<file path="config.mk">
export PLATFORM = sky130hd
export DESIGN_NAME = iem_top
export DESIGN_NICKNAME = d
export VERILOG_FILES = /design/src/iem_pkg.sv /design/src/iem_gate_if.sv /design/src/iem_gate.sv /design/src/iem_top.sv
export SDC_FILE = /design/constraint.sdc
export NUM_CORES = 1
export LEC_CHECK = 0
export BUFFER_PORTS_ARGS = -buffer_cell sky130_fd_sc_hd__clkbuf_2
export CAP_MARGIN = 15
export CORE_MARGIN = 2
export CORE_UTILIZATION = 40
export DETAILED_ROUTE_END_ITERATION = 8
export HOLD_SLACK_MARGIN = 0.06
export PLACE_DENSITY = 0.86
export SYNTH_ARGS = -nofsm -noshare
export SYNTH_HDL_FRONTEND = slang
export SYNTH_SLANG_ARGS = --single-unit
</file>
<file path="constraint.sdc">
create_clock -name clk -period 1.9 [get_ports clk]
set_input_delay 0.19 -clock clk [delete_from_list [all_inputs] [get_ports clk]]
set_output_delay 0.19 -clock clk [all_outputs]
set_load 0.02 [all_outputs]
</file>
<file path="src/iem_pkg.sv">
// Purpose: Shared constants for the interrupt enable mask block.
// Assumes: APB with 32-bit data; each register takes one aligned word.
// Notes: Register offsets are word indices; byte address is four times the index.
package iem_pkg;

  // ==========================================================================
  // Sizes
  // ==========================================================================
  localparam int IEM_SRC_N = 6;
  localparam int IEM_ADDR_W = 12;
  localparam int IEM_DATA_W = 32;
  localparam int IEM_REG_W = 8;

  // ==========================================================================
  // Register indices
  // ==========================================================================
  localparam logic [7:0] IEM_PEND_IDX = 8'hFA;
  localparam logic [7:0] IEM_MASK_IDX = 8'hFB;
  localparam logic [7:0] IEM_STAT_IDX = 8'hFC;

  // ==========================================================================
  // Field positions
  // ==========================================================================
  localparam int IEM_MASTER_BIT = 7;
  localparam int IEM_RSVD_BIT = 6;
  localparam int IEM_EDGE_HI = 7;
  localparam int IEM_EDGE_LO = 6;
  localparam int IEM_SRC_HI = 5;
  localparam int IEM_STAT_UNLOCK_BIT = 0;
  localparam int IEM_STAT_HALT_BIT = 1;

  // ==========================================================================
  // Reset values
  // ==========================================================================
  localparam logic IEM_MASTER_RST = 1'h0;
  localparam logic IEM_RSVD_RST = 1'h1;
  localparam logic [5:0] IEM_EN_RST = 6'h00;
  localparam logic [5:0] IEM_PEND_RST = 6'h00;
  localparam logic [1:0] IEM_EDGE_RST = 2'h0;

endpackage

</file>
<file path="src/iem_gate_if.sv">
// Purpose: Carries latched requests and enables to the gating stage.
// Assumes: One clock domain; the gating stage is combinational.
// Notes: The controller drives the state, the gate returns the deliverable set.
`timescale 1ns/1ps

interface iem_gate_if #(
  parameter int SRC_N = 6
);
  logic [SRC_N-1:0] pending;
  logic [SRC_N-1:0] enable;
  logic master;
  logic [SRC_N-1:0] deliver;

  modport ctrl (output pending, output enable, output master, input deliver);
  modport gate (input pending, input enable, input master, output deliver);
endinterface

</file>
<file path="src/iem_gate.sv">
// Purpose: Gates each latched request by its own enable and the master enable.
// Assumes: Inputs are flip-flop outputs of the controller.
// Notes: Purely combinational; the controller registers the result.
`timescale 1ns/1ps

module iem_gate #(
  parameter int SRC_N = 6
) (
  iem_gate_if.gate gif
);

  // ==========================================================================
  // Per-source gating
  // ==========================================================================
  genvar i;
  generate
    for (i = 0; i < SRC_N; i++) begin : g_src
      assign gif.deliver[i] = gif.master & gif.enable[i] & gif.pending[i];
    end
  endgenerate

endmodule // iem_gate

</file>
<file path="src/iem_top.sv">
// Purpose: Interrupt enable mask with pending latch, APB registers and halt wake.
// Assumes: APB master per the usual protocol; core instruction strobes are pulses.
// Notes: Every APB access takes one wait state; outputs are all registered.
// Operation
// Bits 5..0 of the mask enable their matching request source.
// Bit 7 of the mask reads back the global enable state.
// Reset clears the global enable so nothing reaches the core.
// Global enable low blocks all; high passes per-source enabled requests.
// Core alters global enable only by disable/enable instructions, disabling before writes.
// Writing one to bit 7 needs the enable instruction too.
// Bit 6 is reserved, reads undefined, software always writes one.
// Service clears a pending bit; software writes set or clear it.
// Pending writes are ignored until the enable instruction ran once.
// Halt keeps interrupts alive; only an enabled request ends it.
// A masked pending request stays latched until both enables allow it.
`timescale 1ns/1ps

module iem_top
  import iem_pkg::*;
#(
  parameter int SRC_N = IEM_SRC_N
) (
  input wire logic clk,
  input wire logic rst_b,
  input wire logic psel,
  input wire logic penable,
  input wire logic pwrite,
  input wire logic [IEM_ADDR_W-1:0] paddr,
  input wire logic [IEM_DATA_W-1:0] pwdata,
  output logic [IEM_DATA_W-1:0] prdata,
  output logic pready,
  output logic pslverr,
  input wire logic [SRC_N-1:0] request_source,
  input wire logic [SRC_N-1:0] service_ack,
  input wire logic disable_interrupts_instruction,
  input wire logic enable_interrupts_instruction,
  input wire logic halt_req,
  output logic [SRC_N-1:0] irq_request,
  output logic halted,
  output logic wake
);

  // ==========================================================================
  // Address decode
  // ==========================================================================
  function automatic logic reg_hit(input logic [IEM_ADDR_W-1:0] addr,
                                   input logic [7:0] idx);
    reg_hit = (addr == {2'h0, idx, 2'h0});
  endfunction

  logic [IEM_DATA_W-1:0] prdata_r;
  logic pready_r;
  logic pslverr_r;
  logic master_r;
  logic rsvd_r;
  logic [SRC_N-1:0] en_r;
  logic [SRC_N-1:0] pend_r;
  logic [SRC_N-1:0] pend_nxt;
  logic [1:0] edge_r;
  logic unlock_r;
  logic halted_r;
  logic wake_r;
  logic [SRC_N-1:0] irq_r;
  logic acc_first;
  logic wr_do;
  logic hit_mask;
  logic hit_pend;
  logic hit_stat;
  logic pend_wr_ok;

  iem_gate_if #(.SRC_N(SRC_N)) gif ();

  assign gif.pending = pend_r;
  assign gif.enable = en_r;
  assign gif.master = master_r;

  iem_gate #(.SRC_N(SRC_N)) u_gate (
    .gif(gif.gate)
  );

  assign hit_mask = reg_hit(paddr, IEM_MASK_IDX);
  assign hit_pend = reg_hit(paddr, IEM_PEND_IDX);
  assign hit_stat = reg_hit(paddr, IEM_STAT_IDX);
  // The first access cycle computes the answer; the second one commits it.
  assign acc_first = psel & penable & ~pready_r;
  assign wr_do = psel & penable & pready_r & pwrite;
  assign pend_wr_ok = wr_do & hit_pend & unlock_r;

  // ==========================================================================
  // APB answer
  // ==========================================================================
  always_ff @(posedge clk) begin
    if (!rst_b) begin
      pready_r <= 1'h0;
      pslverr_r <= 1'h0;
      prdata_r <= '0;
    end else begin
      pready_r <= acc_first;
      pslverr_r <= acc_first & ~(hit_mask | hit_pend | hit_stat);
      prdata_r <= '0;
      if (acc_first && !pwrite) begin
        if (hit_mask) begin
          prdata_r[IEM_MASTER_BIT] <= master_r;
          prdata_r[IEM_RSVD_BIT] <= rsvd_r;
          prdata_r[IEM_SRC_HI:0] <= en_r;
        end else if (hit_pend) begin
          prdata_r[IEM_EDGE_HI:IEM_EDGE_LO] <= edge_r;
          prdata_r[IEM_SRC_HI:0] <= pend_r;
        end else if (hit_stat) begin
          prdata_r[IEM_STAT_UNLOCK_BIT] <= unlock_r;
          prdata_r[IEM_STAT_HALT_BIT] <= halted_r;
        end
      end
    end
  end

  // ==========================================================================
  // Mask register
  // ==========================================================================
  // Bit 7 is not written by the bus: the core's instructions own it.
  always_ff @(posedge clk) begin
    if (!rst_b) begin
      en_r <= IEM_EN_RST;
      rsvd_r <= IEM_RSVD_RST;
    end else if (wr_do && hit_mask) begin
      en_r <= pwdata[IEM_SRC_HI:0];
      rsvd_r <= pwdata[IEM_RSVD_BIT];
    end
  end

  always_ff @(posedge clk) begin
    if (!rst_b) begin
      master_r <= IEM_MASTER_RST;
    end else if (disable_interrupts_instruction) begin
      master_r <= 1'h0;
    end else if (enable_interrupts_instruction) begin
      master_r <= 1'h1;
    end
  end

  always_ff @(posedge clk) begin
    if (!rst_b) begin
      unlock_r <= 1'h0;
    end else if (enable_interrupts_instruction) begin
      unlock_r <= 1'h1;
    end
  end

  // ==========================================================================
  // Pending latch
  // ==========================================================================
  // A new source event wins over both the service clear and a software clear.
  always_comb begin
    pend_nxt = pend_r;
    if (pend_wr_ok) begin
      pend_nxt = pwdata[IEM_SRC_HI:0];
    end
    pend_nxt = (pend_nxt & ~service_ack) | request_source;
  end

  always_ff @(posedge clk) begin
    if (!rst_b) begin
      pend_r <= IEM_PEND_RST;
      edge_r <= IEM_EDGE_RST;
    end else begin
      pend_r <= pend_nxt;
      if (pend_wr_ok) begin
        edge_r <= pwdata[IEM_EDGE_HI:IEM_EDGE_LO];
      end
    end
  end

  // ==========================================================================
  // Delivery and halt
  // ==========================================================================
  always_ff @(posedge clk) begin
    if (!rst_b) begin
      irq_r <= '0;
    end else begin
      irq_r <= gif.deliver;
    end
  end

  always_ff @(posedge clk) begin
    if (!rst_b) begin
      halted_r <= 1'h0;
      wake_r <= 1'h0;
    end else begin
      wake_r <= halted_r & (|gif.deliver);
      if (halted_r && (|gif.deliver)) begin
        halted_r <= 1'h0;
      end else if (halt_req) begin
        halted_r <= 1'h1;
      end
    end
  end

  assign prdata = prdata_r;
  assign pready = pready_r;
  assign pslverr = pslverr_r;
  assign irq_request = irq_r;
  assign halted = halted_r;
  assign wake = wake_r;
endmodule // iem_top

</file>
Yosys cells after proc, flatten, opt, wreduce, memory -nomap -nowiden:

Cells that the tools add are included.

* flip-flop bits (word level): 59
* logic and storage cells: 57

* equal/unequal tests: 3
* mux-type cells: 5
* bitwise logic cells: 28
* reductions and logical operators: 8

Operators by type and width (number)
* 12-bit by 10-bit == test with 1-bit output, second input constant: 3
* 1-bit bitwise AND: 20
* 6-bit two-way mux: 2
* 8-bit two-way mux: 1
* 6-bit bitwise AND: 1
* 6-bit NOT: 1
* 6-bit OR: 1
* 6-bit OR reduction: 1
* 2-bit two-way mux: 2
* 2-bit OR reduction: 2
* 1-bit logical AND: 3
* 1-bit NOT: 3
* 1-bit OR: 2
* 2-bit AND reduction: 1
* 1-bit logical NOT: 1

Logic depth before layout (Yosys ltp):

Gate-level depths: netlist (run 1).

* depth in word-level cells: 8
* gate-level depth with buffers: 6
* gate-level depth less buffers: 4

Hierarchy:

Synthesis (run 1) repeated with hierarchy kept, for this count alone.

* cells, all modules: 187
* area, all modules: 1741.7 um^2

Modules (own cells, without submodules)
* iem_top: times used 1, cells each 181, area an instance 1704.1 um^2, seq. area each 700.7 um^2
* iem_gate: times used 1, cells each 6, area an instance 37.5 um^2, seq. area each 0.0 um^2

Worst setup path before layout (run 1):

No wires, ideal clock.

* kind: reg2reg
* start: reg pready_r, in the netlist pready
* end: reg pend_r[0], in the netlist gif.pending[0]
* setup time: 0.133 ns
* arrival time: 1.518 ns
* required time: 1.767 ns
* setup slack: 0.249 ns
* cell stages (with the launch flop): 7
* path buffers: 2
* clock period less this slack: 1.651 ns
* cells stage by stage: dfxtp_1 > and4_1 > clkbuf_1 > nand2_1 > buf_1 > o2111ai_1 > o311ai_1

* longest elaborated chain between the ends: 7

Ends and longest elaborated chain
* start, declared: RTL line iem_top.sv:52 `logic pready_r;`
* start signal, assigned: RTL line iem_top.sv:98 `pready_r <= acc_first;`
* 1-bit bitwise AND (2 in series): RTL line iem_top.sv:86 `assign wr_do = psel & penable & pready_r & pwrite;`
* 1-bit bitwise AND (2 in series): RTL line iem_top.sv:87 `assign pend_wr_ok = wr_do & hit_pend & unlock_r;`
* 6-bit two-way mux: RTL line iem_top.sv:155 `if (pend_wr_ok) begin`
* 6-bit bitwise AND: RTL line iem_top.sv:158 `pend_nxt = (pend_nxt & ~service_ack) | request_source;`
* 6-bit OR: RTL line iem_top.sv:158
* end signal, assigned: RTL line iem_top.sv:166 `pend_r <= pend_nxt;`
* end, declared: RTL line iem_top.sv:57 `logic [SRC_N-1:0] pend_r;`

Every way passes these cells.
A chain may end at the register's enable or synchronous reset.

Final worst setup path (run 1):

* start: reg pready_r, in the netlist pready
* end: reg pend_r[1], in the netlist gif.pending[1]

The elaborated chain is that of the path after synthesis.

==> results of run 1 <==
-- cells in the mapped netlist, types with 4 or more instances --
master / instances
o2111ai_1: 6
nor2_1: 16
o311ai_1: 6
buf_4: 24
nand3_1: 16
dfxtp_1: 35
o21ai_0: 11
inv_1: 8
clkbuf_1: 4
a21boi_0: 8
a22oi_1: 6
nand2_1: 15
-- final cells by class --
cell class	count	share of cell area (%)
Clock buffer	6	3.73
Inverter	8	1.54
Multi-Input combinational cell	132	38.5
Sequential cell	35	36.0
Tap cell	50	3.22
Timing Repair Buffer	63	17.0
-- critical path: stages, from the launching register on --
cell,delay (ns)
dfxtp_1,0.37
and4_1,0.23
nand2_1,0.30
o2111ai_1,0.31
o311ai_1,0.12
-- registers in the layout, indices dropped and copies added (netlist names) --
signal and count:
halted 1, prdata 8, unlock_r 1, pslverr 1, gif.pending 6, gif.master 1
pready 1, edge_r 2, en_r 6, irq_request 6, wake 1, rsvd_r 1
-- metal layers --
layer  wire length (um)  up-vias
met5                  0        -
met4                 52        0
met3                272        5
met2               1680       68
met1               1490      667
li1                   -      730
-- where the power goes --
group | leakage (nW) | switching (mW) | internal [mW]
sequential | 0.285 | 0.0135 | 0.750
combinational | 0.508 | 0.0939 | 0.0538
clock | 0.0371 | 0.234 | 0.244
-- kinds of logic (layout without fill, tap and decap cells) --
family / Yosys count / count (layout) / share of synthesized area (%)
compound gates: 42 / 42 / 18.9
buf+inv: 40 / 77 / 15.4
flops: 35 / 35 / 43.4
other cells: 1 / 24 / 0.233
simple gates: 66 / 66 / 22.0
-- cell usage in the layout (no fill, tap or decap), drive strengths merged --
| cell | count |
|---|---|
| nand4b | 2 |
| a31oi | 1 |
| inv | 8 |
| nand2 | 15 |
| dfxtp | 35 |
| o21ai | 11 |
| and4 | 2 |
| and2 | 2 |
| nor3b | 1 |
| o21a | 1 |
| nor3 | 1 |
| or3b | 2 |
| clkbuf | 63 |
| nand4bb | 1 |
| or2 | 1 |
| nand4 | 1 |
| a22oi | 6 |
| nand3 | 16 |
| nor4 | 3 |
| o311ai | 6 |
| conb | 24 |
| buf | 6 |
| a21oi | 1 |
| nand3b | 1 |
| a222oi | 2 |
| nor2 | 16 |
| a21boi | 8 |
| or4 | 2 |
| o2111ai | 6 |
-- stage by stage --
stage               hold WS, ns  setup WS (ns)
floorplan                 0.266          0.249
global placement          0.359          0.197
detailed placement        0.362          0.171
CTS                      0.0651          0.436
global route             0.0703          0.237
finish                   0.0726          0.438
-- worst max path at each step --
| stage | from | to | slack [ns] | cells after the start |
|---|---|---|---|---|
| final | pready | gif.pending[1] | 0.44 | 4 |
| after global routing | pready | gif.pending[1] | 0.24 | 4 |
| after global placement | paddr[2] | gif.pending[5] | 0.20 | 5 |
| after CTS | pready | gif.pending[1] | 0.44 | 4 |
| after floorplan | pready | gif.pending[0] | 0.25 | 6 |
| after detailed placement | paddr[2] | gif.pending[0] | 0.17 | 5 |
==> run_results.csv, run 1 <==
group,metric,value,unit
grt,grt_usage,15.8,%
sta,clock-skew-final,0.00752,ns
grt,grt_pass1_wl,5260,um
place,port_buffers,57,
synth,yosysUniqueCellTypes,35,
worst_setup_path,end_kind,"flop",
grt,globalRouteMet3Util,3.50,%
worst_setup_path,r2r_slack,0.44,ns
sta,finalSetupTns,0,ns
synth,post_synth.cell_area_avg,8.77,um2
power_and_ir_drop,p_leak,0.830,nW
layout,fin_nets,309,
clock_network,ctsHoldBuffers,0,
worst_setup_path,crit_arrival,1.62,ns
layout,drive_above_1_share,29.9,%
drt,drt-total-wl,3500,um
worst_hold_path,holdCritStartpoint,"disable_interrupts_instruction",
synth,synth_edf_count,0,
place,place_area,1870,um2
sta,fin_crit,1.46,ns
floorplanning,core_area,3940,um2
floorplanning,dieArea,4560,um2
clock_network,clkSlewWorstSetupHoldPaths,0.07,ns
synth,syn_area,1610,um2
clock_network,clkLatencyLatePin,0.29,ns
sta,clock.fmax,684,MHz
worst_hold_path,min_to,"gif.master",
drt,num_vias,1470,
synth,ys_seq_elements,35,
power_and_ir_drop,power_density,714,nW/um2
sta,fin_crit_sh,76.9,%
clock_network,cts_max_level,2,
grt,grt_busiest_layer,"met2",
drt,wl_per_cell,11.9,um
worst_setup_path,crit_required,2.06,ns
worst_hold_path,holdCritPathClass,"in2reg",
sta,rsz0062_at_grt,"false",
worst_setup_path,r2r_end,"gif.pending[1]",
drt,via_per_inst,5.00,
power_and_ir_drop,ir_drop,0.255,mV
layout,regArea,701,um2
floorplanning,rows,23,
sta,final-hold-violation-count,0,
clock_network,cts_tree,"done",
layout,utilization,49.3,%
layout,final_cells,294,
place,hpwlAfterDp,2710,um
layout,design_area,1950,um2
drt,drc,0,
synth,synth_area_leader_cell,"dfxtp_1",
synth,synth_ff_type,"dfxtp_1",
grt,grt_pass1_vias,1211,
floorplanning,die-width,67.5,um
clock_network,ctsLongestPathBuffers,2,
synth,synth_top_area_share,43.4,%
synth,ys_warn_count,0,
place,post-place-cells,288,
clock_network,numCtsBuffers,5,
worst_setup_path,worstReg2RegStart,"pready",
sta,report.final.setup_viol,0,
run,max_cap_viol_count,0,
synth,ys_async_sr_fraction,0,%
clock_network,cts_root_buf,"clkbuf_8",
place,gp_congestion,0.809,
drt,drt-initial-drc-count,91,
worst_setup_path,path_max_fanout,14,
sta,slew_violations,0,
worst_hold_path,holdPathStages,2,
worst_setup_path,path_class,"reg2reg",
layout,multi_input_area,749,um2
layout,area_growth,20.6,%
floorplanning,ios,106,
floorplanning,initial_utilization,40.9,%
grt,grt_max_degree,33,
grt,antenna_found_initial,0,
floorplanning,die_h,67.5,um
grt,use_met2,25.2,%
outcome,status,"finished, final reports clean",
drt,ant_nets,0,
grt,grt.overflow.total,0,
worst_setup_path,start_kind,"flop",
drt,drt-pass1-iter-count,4,
synth,synthTopCellsByArea,"dfxtp_1 43%, buf_4 11%, nand3_1 5.0%, a21boi_0 3.7%, nor2_1 3.7%",
clock_network,post-cts-setup-buffers,0,
grt,grtUsageMet1,19.5,%
synth,postSynthCellCount,184,
layout,antenna_cells,0,
worst_setup_path,reg2reg_depth,4,
power_and_ir_drop,power.total,1.39,mW
clock_network,cts_sinks,35,
synth,yosysSeqAreaShare,43.4,%
clock_network,cts_resized,0,
layout,nFillCells,413,
(Power assumes the default switching activity.)
==> inputs of run 2 (changes only) <==
CORE_UTILIZATION = 37   (was 40)
PLACE_DENSITY = 0.84   (was 0.86)
clock period = 1.3 ns   (was 1.9 ns; I/O delays follow)
==> run_results.csv, run 2 (same netlist as run 1, synthesis figures left out) <==
group,metric,value,unit
floorplanning,initial_utilization,37.8,%
layout,drive_above_1_share,38.9,%
sta,clock.fmax,737,MHz
drt,ant_nets,0,
floorplanning,die-width,70.0,um
layout,area_growth,36.5,%
run,max_cap_viol_count,0,
place,place_area,1960,um2
floorplanning,core_area,4260,um2
drt,wl_per_cell,13.9,um
drt,drt-total-wl,4370,um
outcome,status,"finished, violations left",
sta,setup_ws,-0.0573,ns
place,post-place-cells,300,
worst_setup_path,start_kind,"primary input",
drt,drc,0,
sta,rsz0062_at_grt,"true",
sta,slew_violations,0,
worst_hold_path,holdCritPathClass,"in2reg",
clock_network,cts_max_level,2,
drt,num_vias,1592,
clock_network,clkLatencyLatePin,0.29,ns
sta,holdWs,0.0636,ns
layout,design_area,2200,um2
worst_setup_path,crit_arrival,1.51,ns
worst_setup_path,path_max_fanout,7,
sta,clock-skew-final,0.0110,ns
sta,report.final.setup_viol,7,
outcome,violations,"setup timing",
worst_setup_path,critical-path-slowest-cell,"or4_4",
worst_setup_path,path_cells,"clkbuf_2 -> nand4b_1 -> or4_4 -> o2111ai_2 -> o311ai_1",
power_and_ir_drop,power_density,1080,nW/um2
grt,grt.overflow.total,0,
worst_setup_path,critPathMaxStageDelay,0.67,ns
floorplanning,ios,106,
floorplanning,dieArea,4900,um2
layout,nFillCells,427,
worst_setup_path,end_kind,"flop",
clock_network,ctsLongestPathBuffers,2,
grt,grt_pass1_wl,6150,um
worst_setup_path,path_class,"in2reg",
sta,fin_crit_sh,104,%
sta,finalSetupTns,-0.177,ns
power_and_ir_drop,ir_drop,0.467,mV
place,gp_congestion,0.798,
floorplanning,rows,24,
drt,drt-pass1-iter-count,5,
place,hpwlAfterDp,2930,um
layout,antenna_cells,0,
sta,final-hold-violation-count,0,
sta,fin_crit,1.36,ns
layout,fin_nets,325,
layout,layout_commonest_cell,"clkbuf_2",
clock_network,cts_root_buf,"clkbuf_8",
worst_setup_path,path_buf_inv,1,
power_and_ir_drop,p_leak,0.947,nW
grt,grt_usage,15.7,%
clock_network,clkSlewWorstSetupHoldPaths,0.08,ns
layout,largest_reg_flops,8,
layout,final_cell_mix,"55 x clkbuf_2, 35 x dfxtp_1, 24 x conb_1",
clock_network,cts_tree,"done",
drt,via_per_inst,5.07,
grt,antenna_found_initial,0,
drt,drt-initial-drc-count,151,
clock_network,numCtsBuffers,5,
place,port_buffers,57,
floorplanning,die_h,70.0,um
clock_network,cts_sinks,35,
worst_setup_path,crit_required,1.46,ns
grt,grt_pass1_vias,1355,
layout,final_cells,314,
grt,grt_max_degree,33,
power_and_ir_drop,power.total,2.39,mW
worst_setup_path,crit_family,"simple AND/OR/NAND/NOR gates",
-- run 2: path summary, 6_finish.rpt --
kind                                 startpoint             end  slack [ns]  depth (start not counted)
setup / recovery                       paddr[0]  gif.pending[3]       -0.06                          5
hold / removal    enable_interrupts_instruction        unlock_r        0.06                          2
setup reg to reg                         pready  gif.pending[3]        0.04                          5
hold reg to reg                         en_r[4]  irq_request[4]        0.47                          2
-- run 2: through the flow --
stage	worst slack [ns]	utilization, %
global placement	-0.306	46.0
detailed placement	-0.351	46.0
finish	-0.0573	51.6
floorplan	-0.259	-
CTS	-0.0558	49.0
global route	-0.0887	51.6
-- run 2: where the power goes --
| part | total, mW | leakage, nW | switching [mW] | internal (mW) |
|---|---|---|---|---|
| clock | 1.01 | 0.0612 | 0.389 | 0.620 |
| combinational | 0.263 | 0.601 | 0.156 | 0.107 |
| sequential | 1.12 | 0.285 | 0.0208 | 1.09 |
-- run 2: layout make-up --
class	count	area (um2)	area share, %
multi-input cells	133	815	37.0
flip-flops and latches	35	701	31.8
repair buffers	78	474	21.5
clock buffers	6	82.6	3.75
well taps	52	65.1	2.95
clock inverters	2	35.0	1.59
inverters	8	30.0	1.36
-- run 2: per-layer routing --
layer  wire length, um  track usage (%)
met1              1700             18.7
met2              2200             27.1
met3               400             4.76
met4                66             5.13
met5                 0                0
-- run 2: timing repair --
item	CTS	global route
endpoints found under the setup margin	7	15
hold buffers	1	0
hold endpoints to repair	1	0
gates cloned	0	1
gates resized for setup	0	20
pin swaps	0	2
buffers inserted	0	4
==> inputs of run 3 (changes only) <==
ABC_AREA = 1   (was default)
CORE_UTILIZATION = 40   (was 37)
clock period = 1.43 ns   (was 1.3 ns; I/O delays follow)
==> run_results.csv, run 3 <==
group,metric,value,unit
layout,largest_reg_flops,8,
worst_setup_path,end_kind,"flop",
worst_setup_path,path_max_fanout,6,
synth,synth_top_area_share,40.8,%
synth,yosysMostFrequentCell,"inv_1",
worst_hold_path,min_to,"gif.pending[5]",
power_and_ir_drop,power_frac_clock,34.1,%
floorplanning,die-width,69.5,um
drt,drt-pass1-iter-count,4,
clock_network,numCtsBuffers,5,
grt,grt_usage,15.2,%
layout,area_growth,19.6,%
power_and_ir_drop,switching_share,25.2,%
synth,post_synth.cell_area_avg,7.37,um2
worst_hold_path,holdCritPathClass,"in2reg",
synth,yosysSeqAreaShare,40.8,%
drt,drt-initial-drc-count,60,
power_and_ir_drop,p_leak,1.13,nW
sta,slew_violations,0,
layout,drive_above_1_share,26.1,%
floorplanning,dieArea,4830,um2
grt,grt.overflow.total,0,
clock_network,cts_sinks,35,
power_and_ir_drop,p_sw,0.469,mW
sta,report.final.setup_viol,0,
worst_hold_path,holdPathStages,3,
power_and_ir_drop,ir_drop,0.378,mV
layout,final_cell_mix,"57 x clkbuf_2, 38 x inv_1, 36 x nor2_1",
sta,rsz0062_at_grt,"false",
sta,fin_crit_sh,85.1,%
power_and_ir_drop,combPwrFrac,11.6,%
clock_network,clkSlewWorstSetupHoldPaths,0.06,ns
synth,yosysUniqueCellTypes,24,
layout,utilization,50.6,%
synth,syn_area,1720,um2
worst_setup_path,r2r_slack,0.21,ns
worst_setup_path,worstReg2RegStart,"pready",
synth,ys_async_sr_fraction,0,%
synth,synth_area_leader_cell,"dfxtp_1",
floorplanning,core_area,4060,um2
clock_network,clkLatencyLatePin,0.28,ns
worst_setup_path,start_kind,"flop",
sta,clock-skew-final,0.00692,ns
clock_network,ctsLongestPathBuffers,2,
drt,via_per_inst,4.45,
synth,synth_edf_count,0,
floorplanning,initial_utilization,42.3,%
sta,fin_crit,1.22,ns
drt,drt-total-wl,3640,um
drt,drc,0,
synth,synth_commonest_cells,"38 x inv_1, 36 x nor2_1, 35 x dfxtp_1",
clock_network,cts_root_buf,"clkbuf_8",
grt,grt_pass1_wl,5820,um
power_and_ir_drop,intPower,1.39,mW
clock_network,cts_max_level,2,
worst_setup_path,startpoint,"pready",
clock_network,cts_tree,"done",
worst_setup_path,crit_required,1.60,ns
sta,final-hold-violation-count,0,
power_and_ir_drop,pwr-share-seq,54.4,%
sta,finalSetupTns,0,ns
run,max_cap_viol_count,0,
drt,ant_nets,0,
power_and_ir_drop,power_density,906,nW/um2
place,gp_congestion,0.810,
floorplanning,rows,23,
synth,ys_warn_count,0,
power_and_ir_drop,power.total,1.86,mW
synth,synth_ff_type,"dfxtp_1",
place,hpwlAfterDp,2930,um
sta,clock.fmax,822,MHz
worst_setup_path,path_class,"reg2reg",
layout,antenna_cells,0,
grt,antenna_found_initial,0,
worst_setup_path,reg2reg_depth,6,
worst_setup_path,crit_arrival,1.39,ns
place,port_buffers,57,
synth,postSynthCellCount,233,
drt,wl_per_cell,10.5,um
worst_setup_path,r2r_end,"gif.pending[3]",
drt,num_vias,1534,
synth,synthTopCellsByArea,"dfxtp_1 41%, buf_4 10%, inv_1 8.3%, nor2_1 7.9%, nand3_1 7.6%",
synth,ys_seq_elements,35,
outcome,status,"finished, final reports clean",
grt,grt_max_degree,16,
worst_hold_path,holdCritStartpoint,"request_source[5]",
floorplanning,die_h,69.5,um
layout,fin_nets,360,
layout,layout_commonest_cell,"clkbuf_2",
grt,grt_pass1_vias,1400,
floorplanning,ios,106,
clock_network,post-cts-setup-buffers,0,
==> run 3: cell count changes in the layout (fill, tap and decap cells not counted), moves of 6 or more <==
cell       before  now
inv_1           8   38
nor2_1         16   36
buf_4          19    3
a21oi_1         1   14
nand2_1        14   26
nand3_1        16   26
a22oi_1         6    0
o2111ai_2       6    0
o311ai_1        6    0
==> run 3: worst max-delay path, cell delays in order (launching register included) <==
cell and delay, ns:
dfxtp_1 0.37, nand2_1 0.12, nor3_4 0.19, buf_4 0.18
nand3_1 0.08, nand3_1 0.10, a21oi_1 0.06
==> run 3: cell type report <==
class | count | area, um2
Inverter | 39 | 146
Tap cell | 50 | 62.6
Timing Repair Buffer | 61 | 318
Fill cell | 415 | 2000
Sequential cell | 35 | 701
Clock buffer | 6 | 72.6
Multi-Input combinational cell | 154 | 753
==> run 3: layer usage <==
metal	vias up	GRT usage, %	part of all wire, %
met5	-	0	0
met4	0	6.97	2.7
met3	11	3.34	6.7
met2	59	26.7	48
met1	662	17.4	43
li1	802	-	-
==> run 3: stage by stage <==
stage / instances / instance area [um2] / setup slack [ns] / hold WS (ns)
detailed placement: 338 / 1970 / 0.115 / 0.320
finish: 345 / 2050 / 0.213 / 0.0719
global placement: 338 / 1970 / 0.131 / 0.320
floorplan: 256 / 1800 / 0.145 / 0.222
global route: 345 / 2050 / 0.107 / 0.0804
CTS: 345 / 2050 / 0.209 / 0.0715
==> run 3: repair_timing <==
item | 4_1_cts | 5_1_grt
setup endpoints to repair | 0 | 0
hold buffers | 1 | 0
endpoints found under the hold margin | 1 | 0
gates resized for setup | 0 | 0
==> run 3: logic make-up (layout without fill, tap and decap cells) <==
family          count (synthesis)  count (layout)  share of synthesized area, %
simple gates                  104             104                          30.8
other cells                     1              24                         0.218
flops                          35              35                          40.8
buf+inv                        67             106                          20.3
compound gates                 26              26                          7.87
==> run 3: power by group through the flow <==
stage | Combinational [mW] | Sequential, mW | Clock [mW]
after detailed placement | 0.212 | 1.03 | 0
after global routing | 0.240 | 1.01 | 0.688
final | 0.215 | 1.01 | 0.634
after CTS | 0.215 | 1.01 | 0.647
after global placement | 0.210 | 1.03 | 0
after floorplan | 0.178 | 1.03 | 0
==> run 3: worst max path at each step <==
stage                          end  slack (ns)  depth (start not counted)
finish              gif.pending[3]        0.21                          6
global route             prdata[1]        0.11                          5
CTS                 gif.pending[0]        0.21                          6
detailed placement  gif.pending[0]        0.11                          7
global placement    gif.pending[2]        0.13                          9
floorplan           gif.pending[4]        0.14                          6
